**config.mk**
```make
export PLATFORM = sky130hd
export DESIGN_NAME = drive_sleep_restart_control
export DESIGN_NICKNAME = d
export VERILOG_FILES = /design/src/logic/drive_ctrl_pkg.sv /design/src/logic/sec_tick.sv /design/src/logic/drive_sleep_restart_control.sv
export SDC_FILE = /design/constraint.sdc
export NUM_CORES = 1
export LEC_CHECK = 0
export BUFFER_PORTS_ARGS = -buffer_cell sky130_fd_sc_hd__buf_2
export CORE_AREA = 2 2 121 211
export CTS_CLUSTER_SIZE = 28
export DETAILED_ROUTE_END_ITERATION = 6
export DIE_AREA = 0 0 123 213
export PLACE_DENSITY_LB_ADDON = 0.3
export SLEW_MARGIN = 40
export SYNTH_ARGS = -nofsm -noshare
export SYNTH_HDL_FRONTEND = slang
export SYNTH_SLANG_ARGS = --single-unit
```
**constraint.sdc**
```tcl
create_clock -name clk -period 14.1 [get_ports clk]
set_input_delay 0 -clock clk [delete_from_list [all_inputs] [get_ports clk]]
set_output_delay 0 -clock clk [all_outputs]
set_load 0.02 [all_outputs]
```
**src/logic/drive_ctrl_pkg.sv**
```systemverilog
// Purpose: Shared constants for the drive supervisory control block
// Assumes: 200 MHz clock, settings arrive as plain ports
// Notes: Frequencies in 0.1 Hz units, analogue levels in 0.1 % units, boost in whole percent
package drive_ctrl_pkg;
  // Clock rate and one-second tick
  localparam int unsigned CLK_HZ = 200_000_000;
  localparam int unsigned SEC_CYCLES = CLK_HZ;
  // Trip reset mode codes
  localparam logic [3:0] RESET_MANUAL = 4'h0;
  localparam logic [3:0] RESET_X10 = 4'h6;
  localparam logic [3:0] RESET_X15 = 4'h7;
  localparam logic [3:0] RESET_X20 = 4'h8;
  localparam logic [3:0] RESET_INFINITE = 4'h9;
  // Restart delay limits and default, seconds
  localparam logic [10:0] RESTART_DELAY_MAX = 11'h708;
  localparam logic [10:0] RESTART_DELAY_DEF = 11'h00a;
  // Flying start codes; brake-then-start code is unconfirmed
  localparam logic [1:0] FLY_DISABLE = 2'h0;
  localparam logic [1:0] FLY_ENABLE = 2'h1;
  localparam logic [1:0] FLY_BRAKE_START = 2'h3;
  // Sleep timer: 0..300 s, 301 means off
  localparam logic [8:0] SLEEP_TIMER_MAX = 9'h12c;
  localparam logic [8:0] SLEEP_TIMER_OFF = 9'h12d;
  // Frequency defaults, 0.1 Hz units
  localparam logic [15:0] SLEEP_FREQ_DEF = 16'h0000;
  localparam logic [15:0] RESUME_FREQ_DEF = 16'h01f4;
  // Boost setpoint limits, percent
  localparam logic [7:0] BOOST_MIN = 8'h01;
  localparam logic [7:0] BOOST_MAX = 8'hc8;
  localparam logic [7:0] BOOST_DEF = 8'h64;
  // Noise method code for fixed switching rate
  localparam logic [1:0] NOISE_FIXED = 2'h1;
  // Derating threshold, switch rate in 0.1 kHz units
  localparam logic [15:0] DERATE_THRESHOLD = 16'h002d;
  // Bus analogue outputs, 0.1 % units, full scale 100.0 %
  localparam logic [9:0] AOUT_MAX = 10'h3e8;
endpackage

```
**src/logic/sec_tick.sv**
```systemverilog
// Purpose: One-second enable pulse divider
// Assumes: Single clock, synchronous active-high reset
// Notes: Period is a parameter so simulation can shorten it
`timescale 1ns/100ps
module sec_tick import drive_ctrl_pkg::*; #(
  parameter int unsigned PERIOD = SEC_CYCLES
) (
  input wire logic clk,
  input wire logic sys_rst,
  output logic tick
);
  // Divider count
  logic [31:0] cnt_q;

  // Elaboration check: below 2 the pulse would never drop
  if (PERIOD < 2) begin : g_period_check
    $error("PERIOD must be at least 2");
  end

  // Free-running count, pulse at wrap
  always_ff @(posedge clk) begin
    if (sys_rst) begin
      cnt_q <= 32'h0;
      tick <= 1'b0;
    end else if (cnt_q == 32'(PERIOD - 1)) begin
      cnt_q <= 32'h0;
      tick <= 1'b1;
    end else begin
      cnt_q <= cnt_q + 32'h1;
      tick <= 1'b0;
    end
  end
endmodule

```
**src/logic/drive_sleep_restart_control.sv**
```systemverilog
// Purpose: Trip reset, flying start, sleep mode and switching limits
// Assumes: Settings are static plain ports; pins pass 3-flop sync
// Notes: Frequencies 0.1 Hz, switch rate 0.1 kHz, boost in percent
`timescale 1ns/100ps
module drive_sleep_restart_control import drive_ctrl_pkg::*; #(
  parameter int unsigned SEC_PERIOD = SEC_CYCLES
) (
  input wire logic clk,
  input wire logic sys_rst,
  input wire logic trip_in,
  input wire logic reset_key,
  input wire logic reset_pin,
  input wire logic start_cmd,
  input wire logic restart_ok,
  input wire logic [3:0] trip_reset_mode,
  input wire logic [10:0] restart_delay,
  input wire logic [1:0] fly_mode,
  input wire logic local_or_jog,
  input wire logic closed_loop,
  input wire logic [8:0] sleep_timer,
  input wire logic [15:0] sleep_frequency,
  input wire logic [15:0] resume_frequency,
  input wire logic [15:0] max_frequency,
  input wire logic [15:0] min_frequency,
  input wire logic [15:0] theoretical_freq,
  input wire logic [15:0] motor_speed,
  input wire logic [7:0] boost_setpoint,
  input wire logic [8:0] boost_timeout,
  input wire logic boost_reached,
  input wire logic [1:0] noise_method,
  input wire logic [15:0] inverter_switch_rate,
  input wire logic [15:0] auto_switch_rate,
  input wire logic bus_write,
  input wire logic bus_sel,
  input wire logic [9:0] bus_level,
  input wire logic panel_read,
  output logic tripped,
  output logic auto_reset_pulse,
  output logic catch_motor,
  output logic dc_brake,
  output logic ramp_down,
  output logic sleeping,
  output logic [15:0] out_freq,
  output logic [7:0] boost_pct,
  output logic [15:0] switch_rate,
  output logic derate,
  output logic [9:0] aout_42,
  output logic [9:0] aout_45,
  output logic panel_visible
);
  typedef enum logic [1:0] {RUN, BOOST, RAMP, SLEEP} sleep_e;

  // Pin inputs pass three flops; change counts when stages 2,3 agree
  logic [2:0] trip_s, key_s, pin_s, start_s;
  logic trip_f, key_f, pin_f, start_f;
  logic tick;
  // Trip handling state
  logic [4:0] attempts_q;
  logic [10:0] delay_q;
  logic waiting_q;
  // Sleep machine
  sleep_e st_q;
  logic [8:0] stimer_q;
  logic [8:0] btimer_q;
  logic brake_done_q;

  // Attempt count for a mode; 31 marks unlimited
  function automatic logic [4:0] attempt_limit(input logic [3:0] m);
    case (m)
      RESET_X10: attempt_limit = 5'd10;
      RESET_X15: attempt_limit = 5'd15;
      RESET_X20: attempt_limit = 5'd20;
      RESET_INFINITE: attempt_limit = 5'h1f;
      default: attempt_limit = (m > RESET_INFINITE) ? 5'h0 : {1'b0, m};
    endcase
  endfunction

  // Clamp a value into [lo, hi]
  function automatic logic [15:0] clamp(input logic [15:0] v,
      input logic [15:0] lo, input logic [15:0] hi);
    clamp = (v < lo) ? lo : ((v > hi) ? hi : v);
  endfunction

  sec_tick #(.PERIOD(SEC_PERIOD)) u_tick (
    .clk(clk),
    .sys_rst(sys_rst),
    .tick(tick)
  );

  // Input synchronisers
  always_ff @(posedge clk) begin
    if (sys_rst) begin
      trip_s <= 3'h0;
      key_s <= 3'h0;
      pin_s <= 3'h0;
      start_s <= 3'h0;
      trip_f <= 1'b0;
      key_f <= 1'b0;
      pin_f <= 1'b0;
      start_f <= 1'b0;
    end else begin
      trip_s <= {trip_s[1:0], trip_in};
      key_s <= {key_s[1:0], reset_key};
      pin_s <= {pin_s[1:0], reset_pin};
      start_s <= {start_s[1:0], start_cmd};
      if (trip_s[1] == trip_s[2]) trip_f <= trip_s[2];
      if (key_s[1] == key_s[2]) key_f <= key_s[2];
      if (pin_s[1] == pin_s[2]) pin_f <= pin_s[2];
      if (start_s[1] == start_s[2]) start_f <= start_s[2];
    end
  end

  // Effective settings, limited to legal ranges
  logic [10:0] delay_eff;
  logic [15:0] sleep_eff, resume_eff, theo_cap;
  logic [8:0] stimer_eff;
  logic [4:0] limit;
  logic manual_clr, timer_on;
  always_comb begin
    delay_eff = (restart_delay > RESTART_DELAY_MAX) ?
      RESTART_DELAY_MAX : restart_delay;
    resume_eff = (resume_frequency > max_frequency) ?
      max_frequency : resume_frequency;
    sleep_eff = (sleep_frequency > resume_eff) ?
      resume_eff : sleep_frequency;
    stimer_eff = (sleep_timer > SLEEP_TIMER_OFF) ?
      SLEEP_TIMER_OFF : sleep_timer;
    timer_on = (stimer_eff != SLEEP_TIMER_OFF);
    limit = attempt_limit(trip_reset_mode);
    manual_clr = key_f | pin_f;
    theo_cap = clamp(theoretical_freq, min_frequency, max_frequency);
  end

  // Trip latch, automatic attempts and restart delay
  always_ff @(posedge clk) begin
    if (sys_rst) begin
      tripped <= 1'b0;
      waiting_q <= 1'b0;
      attempts_q <= 5'h0;
      delay_q <= 11'h0;
      auto_reset_pulse <= 1'b0;
    end else begin
      auto_reset_pulse <= 1'b0;
      if (trip_f && !tripped) begin
        // New trip wins over any clear in this cycle
        tripped <= 1'b1;
        delay_q <= 11'h0;
        waiting_q <= (trip_reset_mode != RESET_MANUAL) &&
          ((limit == 5'h1f) || (attempts_q < limit));
      end else if (tripped && manual_clr) begin
        tripped <= 1'b0;
        waiting_q <= 1'b0;
        attempts_q <= 5'h0;
      end else if (waiting_q && tick) begin
        if (delay_q >= delay_eff) begin
          tripped <= 1'b0;
          waiting_q <= 1'b0;
          auto_reset_pulse <= 1'b1;
          if (limit != 5'h1f) attempts_q <= attempts_q + 5'h1;
        end else begin
          delay_q <= delay_q + 11'h1;
        end
      end else if (!tripped && restart_ok) begin
        attempts_q <= 5'h0; // Successful restart refills attempts
      end
    end
  end

  // Flying start and brake-then-start
  always_ff @(posedge clk) begin
    if (sys_rst) begin
      catch_motor <= 1'b0;
      dc_brake <= 1'b0;
      brake_done_q <= 1'b0;
    end else begin
      catch_motor <= start_f && !tripped && (fly_mode == FLY_ENABLE) &&
        (motor_speed < max_frequency);
      if (!start_f || tripped) begin
        dc_brake <= 1'b0;
        brake_done_q <= 1'b0;
      end else if (fly_mode == FLY_BRAKE_START && !brake_done_q) begin
        // Brake until the next one-second tick, then hand over to a normal start
        dc_brake <= 1'b1;
        if (tick && dc_brake) begin
          dc_brake <= 1'b0;
          brake_done_q <= 1'b1;
        end
      end else begin
        dc_brake <= 1'b0;
      end
    end
  end

  // Sleep state machine
  always_ff @(posedge clk) begin
    if (sys_rst || local_or_jog || tripped) begin
      st_q <= RUN;
      stimer_q <= 9'h0;
      btimer_q <= 9'h0;
    end else begin
      case (st_q)
        RUN: begin
          if (!timer_on || out_freq > sleep_eff) begin
            stimer_q <= 9'h0;
          end else if (out_freq < sleep_eff) begin
            if (stimer_q >= stimer_eff) begin
              // boost only in closed loop and when not at 100 %
              st_q <= (closed_loop && boost_pct != BOOST_DEF) ?
                BOOST : RAMP;
              btimer_q <= 9'h0;
            end else if (tick) begin
              stimer_q <= stimer_q + 9'h1;
            end
          end
        end
        BOOST: begin
          if (boost_reached) st_q <= RAMP;
          else if (btimer_q >= boost_timeout) begin
            st_q <= RUN;
            stimer_q <= 9'h0;
          end else if (tick) btimer_q <= btimer_q + 9'h1;
        end
        RAMP: begin
          if (out_freq == 16'h0) st_q <= SLEEP;
        end
        SLEEP: begin
          if (theoretical_freq > resume_eff) begin
            st_q <= RUN;
            stimer_q <= 9'h0;
          end
        end
        default: st_q <= RUN;
      endcase
    end
  end

  // Status outputs of the sleep machine
  always_ff @(posedge clk) begin
    if (sys_rst) begin
      ramp_down <= 1'b0;
      sleeping <= 1'b0;
      boost_pct <= BOOST_DEF;
    end else begin
      ramp_down <= (st_q == RAMP);
      sleeping <= (st_q == SLEEP);
      if (!closed_loop) boost_pct <= BOOST_DEF;
      else if (boost_setpoint < BOOST_MIN) boost_pct <= BOOST_MIN;
      else if (boost_setpoint > BOOST_MAX) boost_pct <= BOOST_MAX;
      else boost_pct <= boost_setpoint;
    end
  end

  // Switching rate selection and derating
  logic [15:0] rate_sel, freq_cap, freq_raw;
  always_comb begin
    rate_sel = (noise_method == NOISE_FIXED) ?
      inverter_switch_rate : auto_switch_rate;
    // Tenth of rate is r x 100 in 0.1 Hz; saturate, never wrap
    freq_cap = (rate_sel > 16'h028f) ? 16'hffff :
      16'(rate_sel * 16'h0064);
    if (st_q == RAMP || st_q == SLEEP) freq_raw = 16'h0;
    else freq_raw = theo_cap; // Follows theoretical, floored at min
  end

  always_ff @(posedge clk) begin
    if (sys_rst) begin
      switch_rate <= 16'h0;
      derate <= 1'b0;
      out_freq <= 16'h0;
    end else begin
      switch_rate <= rate_sel;
      derate <= (rate_sel > DERATE_THRESHOLD);
      out_freq <= (freq_raw > freq_cap) ? freq_cap : freq_raw;
    end
  end

  // Bus-written analogue outputs; panel never sees them
  always_ff @(posedge clk) begin
    if (sys_rst) begin
      aout_42 <= 10'h0;
      aout_45 <= 10'h0;
      panel_visible <= 1'b0;
    end else begin
      panel_visible <= 1'b0;
      if (bus_write && !bus_sel)
        aout_42 <= (bus_level > AOUT_MAX) ? AOUT_MAX : bus_level;
      if (bus_write && bus_sel)
        aout_45 <= (bus_level > AOUT_MAX) ? AOUT_MAX : bus_level;
    end
  end

  chk_out_cap: assert property (@(posedge clk) disable iff (sys_rst)
    24'(out_freq) <= 24'(switch_rate) * 24'h000064) else $error("above cap");
  chk_derate_flag: assert property (@(posedge clk) disable iff (sys_rst)
    (rate_sel > DERATE_THRESHOLD) |=> derate) else $error("no derate");
  chk_no_sleep_local: assert property (@(posedge clk)
    disable iff (sys_rst) local_or_jog |=> ##1 !sleeping)
    else $error("sleep in local");
  chk_manual_hold: assert property (@(posedge clk) disable iff (sys_rst)
    (tripped && trip_reset_mode == RESET_MANUAL && !manual_clr &&
     !waiting_q) |=> tripped) else $error("manual trip cleared");
  chk_boost_open: assert property (@(posedge clk) disable iff (sys_rst)
    !closed_loop |=> boost_pct == BOOST_DEF) else $error("boost in open");
  chk_wake_exit: assert property (@(posedge clk) disable iff (sys_rst)
    (st_q == SLEEP && theoretical_freq > resume_eff && !local_or_jog
     && !tripped) |=> st_q == RUN) else $error("no wake");
  chk_fly_catch: assert property (@(posedge clk) disable iff (sys_rst)
    catch_motor |-> $past(motor_speed) < $past(max_frequency))
    else $error("catch above max");
  chk_panel_hidden: assert property (@(posedge clk)
    disable iff (sys_rst) ##1 !panel_visible) else $error("panel sees levels");
  chk_rate_fixed: assert property (@(posedge clk) disable iff (sys_rst)
    (noise_method == NOISE_FIXED) |=>
    switch_rate == $past(inverter_switch_rate)) else $error("rate not fixed");
endmodule

```
# Word-level counts from Yosys, hierarchy flattened
# Index checks and enable logic that the tools add are counted.
[word_totals]
wordCells = 198
reg_bits = 154
input_bits = 196
out_inout_bits = 68
[classes]
multipliers = 1
n_mux = 52
n_reduce_logical = 47
add_sub_neg = 5
eq_ne = 34
order_cmp = 21
bitwise = 7
[op_table]
columns = ["operator", "count"]
rows = [
  ["$mux W16", 8],
  ["$mux W9", 14],
  ["$gt A16 B16 Y1", 6],
  ["$lt A16 B16 Y1", 3],
  ["$add A32 B1 Y32 const B", 1],
  ["$eq A32 B28 Y1 const B", 1],
  ["$pmux W9 S3", 1],
  ["$mux W5", 5],
  ["$pmux W5 S4", 1],
  ["$add A9 B1 Y9 const B", 2],
  ["$ge A9 B9 Y1", 2],
  ["$pmux W9 S2", 1],
  ["$gt A16 B10 Y1 const B", 1],
  ["$gt A16 B6 Y1 const B", 1],
  ["$logic_not A16 Y1", 1],
  ["$mul A16 B5 Y14 const B", 1],
  ["$mux W2", 8],
  ["$ne A2 B2 Y1 const B", 8],
  ["$reduce_and A7 Y1", 2],
  ["$logic_and A1 B1 Y1", 13],
  ["$reduce_bool A3 Y1", 4],
  ["$add A11 B1 Y11 const B", 1],
  ["$ge A11 B11 Y1", 1],
  ["$gt A11 B11 Y1 const B", 1],
  ["other kinds (40)", 80],
]

# Depth between registers and ports, before layout
[depth]
ltp_word = 8
mapped_depth = 33
depth_no_buf = 31

# Cells and area by module
# Synthesis repeated with hierarchy kept, for this count alone.
[unflattened]
hier_cells = 1464
hier_area_um2 = 12214.2
[by_module_without_submodules]
columns = ["module", "area_per_inst_um2", "seq_area_each_um2", "n_inst", "cells_per_inst"]
rows = [
  ["drive_sleep_restart_control", 10588.9, 2422.3, 1, 1291],
  ["sec_tick", 1625.3, 660.6, 1, 173],
]

# Worst setup path before layout
# OpenSTA, ideal clock, no wires.
[synth_timing]
path_kind = "input to register"
startpoint = "input port max_frequency[11]"
endpoint = "register stimer_q[6]"
required_time_ps = 14005
path_slack_ps = 7709
path_buffers = 2
setup_time_ps = 95
arrival_time_ps = 6295
path_stages = 33
cell_sequence = "inv_1 > ha_1 > a21oi_1 > o21ai_0 > a221oi_2 > nand3_1 > nand2_1 > clkbuf_1 > nor2_1 > a21oi_1 > ha_1 > a21o_1 > a21o_1 > a21o_1 > a21o_1 > a21oi_1 > nor2b_1 > o21ai_0 > o2111a_2 > o21bai_4 > buf_12 > mux2_4 > ha_1 > a22o_1 > nor3_1 > o21ai_0 > and3_1 > a211o_1 > a211o_1 > or4_1 > clkinv_1 > a21oi_1 > a221oi_1"
[synth_between]
elab_chain_len = 8
elab_cells_between_ends = 15
cone_classes = "order compare (5); eq/ne (4); mux (4); reduce/logical (2)"
[synth_lines]
columns = ["item", "line", "source"]
rows = [
  ["start, declared", "drive_sleep_restart_control.sv:23", "input wire logic [15:0] max_frequency,"],
  ["$gt A16 B16 Y1", "drive_sleep_restart_control.sv:122", "resume_eff = (resume_frequency > max_frequency) ?"],
  ["$mux W16 *", "drive_sleep_restart_control.sv:122", ""],
  ["$gt A16 B16 Y1", "drive_sleep_restart_control.sv:124", "sleep_eff = (sleep_frequency > resume_eff) ?"],
  ["$mux W16", "drive_sleep_restart_control.sv:124", ""],
  ["$gt A16 B16 Y1", "drive_sleep_restart_control.sv:203", "if (!timer_on || out_freq > sleep_eff) begin"],
  ["$logic_or A1 B1 Y1", "drive_sleep_restart_control.sv:203", ""],
  ["$ne A3 B2 Y1 (no line), or another cell as far along", "--", ""],
  ["$reduce_and A7 Y1 (no line) / $pmux W9 S3 (equally long branches)", "--", ""],
  ["end signal, assigned", "drive_sleep_restart_control.sv:212", "stimer_q <= stimer_q + 9'h1;"],
  ["end, declared", "drive_sleep_restart_control.sv:63", "logic [8:0] stimer_q;"],
]
# Every way passes the cells marked *; elsewhere a longest branch is shown, timed or not.
# A chain may end at the register's enable or synchronous reset.

# Worst setup path in the final report
# Same ends and word-level chain as after synthesis.

==> impl_metrics.tcl <==
set metrics [dict create \
    slew_viol_final 0 \
    start_util_pct 49.0 \
    ant_nets 0 \
    die_width_um 123 \
    multi_input_area_um2 8330 \
    synth_top_flop_cell "dfxtp_1" \
    routed-via-count 11613 \
    wirelength_um 33700 \
    top_layer "met4" \
    route.met3.wl_um 1190 \
    peakVddDrop_mv 0.0985 \
    drive_gt1_share_pct 19.1 \
    coreArea_um2 24500 \
    ys_ff_latch 154 \
    required_ns 14.44 \
    grt_pass1_vias 11448 \
    seqCellArea_um2 3080 \
    die_h_um 213 \
    wl_per_cell_um 16.0 \
    tns_ns 0 \
    synth_cell_types 75 \
    synthCells 1472 \
    mostFrequentLayoutCell "buf_2" \
    switchingPower_uw 443 \
    max_freq_mhz 143 \
    synth_edf_count 0 \
    setup-violations-final 0 \
    crit_fanout 28 \
    total_power_mw 1.34 \
    clock-sinks 154 \
    std_cell_rows 76 \
    syn_to_final_growth_pct 22.7 \
    switching_share_pct 33.2 \
    grt_pass1_wl_um 53500 \
    grt.total_usage_pct 25.7 \
    start_kind "input pin" \
    fill_cells 2245 \
    antenna_found_initial 4 \
    synth.yosys.seq_area_share_pct 25.7 \
    die-area_um2 26200 \
    period_minus_slack_ns 7.00 \
    slew_headroom_pct 46.3 \
    crit_slowest_cell "or4_1" \
    grt_max_degree 73 \
    p_leak_nw 7.24 \
    synth-async-reset-ratio_pct 0 \
    port_buffers 261 \
    max_cap_viol_count 0 \
    critPathKind "in2reg" \
    io_pins 264 \
    routed-wl-met2_um 17900 \
    hold_viol 0 \
    skew_ns 0.0156 \
    internal_power_uw 892 \
    viasPerCell 5.52 \
    dr.pass1.iters 5 \
    power.density_nw_per_um2 90.6 \
    clock_latency_ns 0.44 \
    clockRootBuffer "clkbuf_16" \
    clockBufferDepth 2 \
    final_util_pct 60.1 \
    max_stage_delay_ns 0.63 \
    cts_tree "built" \
    arrival_ns 7.34 \
    end_kind "register" \
    cts_buffers 17 \
    pre_cts_slack_ns 6.46 \
    grt_setup_unrepaired "false" \
    hold_class "in2reg" \
    yosysWarnings 0 \
    synth_fp_nets 1875 \
    tightest_slew_ns 0.783 \
    path_clk_slew_ns 0.06 \
    drc 0 \
    fin_crit_sh_pct 49.7 \
    nets 2178 \
    combPwrFrac_pct 32.5 \
    grt_overflow_total 0 \
    routabilityCongestion 0.936 \
    dp_hpwl_um 26400 \
    cts_post_setup_buffers_inserted 0 \
    layout_common_cells "261 x buf_2, 199 x ha_1, 157 x nor2_1" \
    syn_area_um2 12000 \
    seqPwrFrac_pct 34.6 \
    setup_slack_ns 7.10 \
    status "finished, final reports clean" \
    htreeDepth 4 \
    wl_met1_um 13100 \
    whs_ns 0.0155 \
    p_clk_share_pct 32.9 \
    drt_iter0_markers 514 \
    avgSynthCellArea_um2 8.16 \
]
-- Yosys cell counts (12+ instances only) --
| cell | number | area (um2) |
|---|---|---|
| or3_1 | 12 | 75.1 |
| o21a_1 | 14 | 105 |
| nor2b_1 | 33 | 206 |
| nor3_1 | 14 | 70.1 |
| ha_1 | 199 | 2490 |
| nor4_1 | 12 | 75.1 |
| nor2_1 | 157 | 589 |
| o21ai_0 | 62 | 310 |
| xnor2_1 | 27 | 236 |
| nand4_1 | 39 | 244 |
| a21o_1 | 40 | 300 |
| xor2_1 | 33 | 289 |
| clkbuf_1 | 32 | 120 |
| mux2i_1 | 32 | 320 |
| nand3_1 | 43 | 215 |
| o22ai_1 | 19 | 119 |
| dfxtp_1 | 154 | 3080 |
| inv_1 | 120 | 450 |
| nand2b_1 | 16 | 100 |
| nand2_1 | 139 | 522 |
| and3_1 | 23 | 144 |
| a21oi_1 | 104 | 521 |
-- power groups by stage --
stage	combinational, mW	sequential (mW)	clock (mW)
after floorplan	0.282	0.483	0
after global placement	0.405	0.471	0
after detailed placement	0.417	0.471	0
after CTS	0.433	0.461	0.446
after global routing	0.487	0.463	0.462
final	0.434	0.462	0.440
-- what timing repair did --
| action | CTS | global route |
|---|---|---|
| gates resized for setup | 0 | 0 |
| hold buffers | 59 | 0 |
| endpoints found under the hold margin | 51 | 0 |
-- path summary, 6_finish.rpt --
path | startpoint | cells past startpoint | end | slack (ns)
worst max-delay path | max_frequency[11] | 32 | stimer_q[6]$_SDFFE_PP0P_ | 7.10
worst min-delay path | auto_switch_rate[3] | 3 | switch_rate[3]$_SDFF_PP0_ | 0.02
worst max register to register | st_q[1]$_SDFFE_PP0P_ | 13 | out_freq[1]$_SDFF_PP0_ | 10.84
worst min register to register | brake_done_q$_SDFFE_PP0P_ | 1 | dc_brake$_SDFF_PP0_ | 0.43
-- routing by layer --
layer	vias to the layer above	global-route usage [%]
li1	5814	-
met1	5432	27.4
met2	283	48.6
met3	84	3.13
met4	0	12.8
met5	-	0
-- cell type report --
type,count,area share (%)
Tap cell,312,2.65
Multi-Input combinational cell,1158,56.5
Clock buffer,20,3.03
Clock inverter,12,0.764
Antenna cell,4,0.0679
Inverter,121,3.08
Timing Repair Buffer,323,13.0
Sequential cell,154,20.9
-- through the flow --
stage	cell area, um2	instances
5_1_grt	14700	2104
4_1_cts	14700	2100
2_1_floorplan	12000	1472
6_report	14700	2104
3_5_place_dp	13600	2009
3_3_place_gp	13600	2009
-- registers in the layout (all words and copies together) (netlist names), 5 cells and up --
name and flops:
boost_pct 8, switch_rate 16, aout_45 10, attempts_q 5, btimer_q 9, u_tick.cnt_q 32, stimer_q 9, aout_42 10
out_freq 16, delay_q 11
-- logic make-up after synthesis --
family,Yosys count,share of synthesized area (%)
xor+xnor,60,4.37
compound gates,317,16.9
mux,51,4.76
flops,154,25.7
fa+ha+maj,207,22.1
other cells,1,0.0312
buf+inv,160,5.25
simple gates,522,20.9
-- critical path: cells and delay by family --
kind / cells / cell delay, ns
fa+ha+maj: 3 / 0.94
buf+inv: 3 / 0.41
compound gates: 18 / 3.90
mux: 1 / 0.35
simple gates: 7 / 1.73
Note: power is estimated with default switching activity, not from simulation.
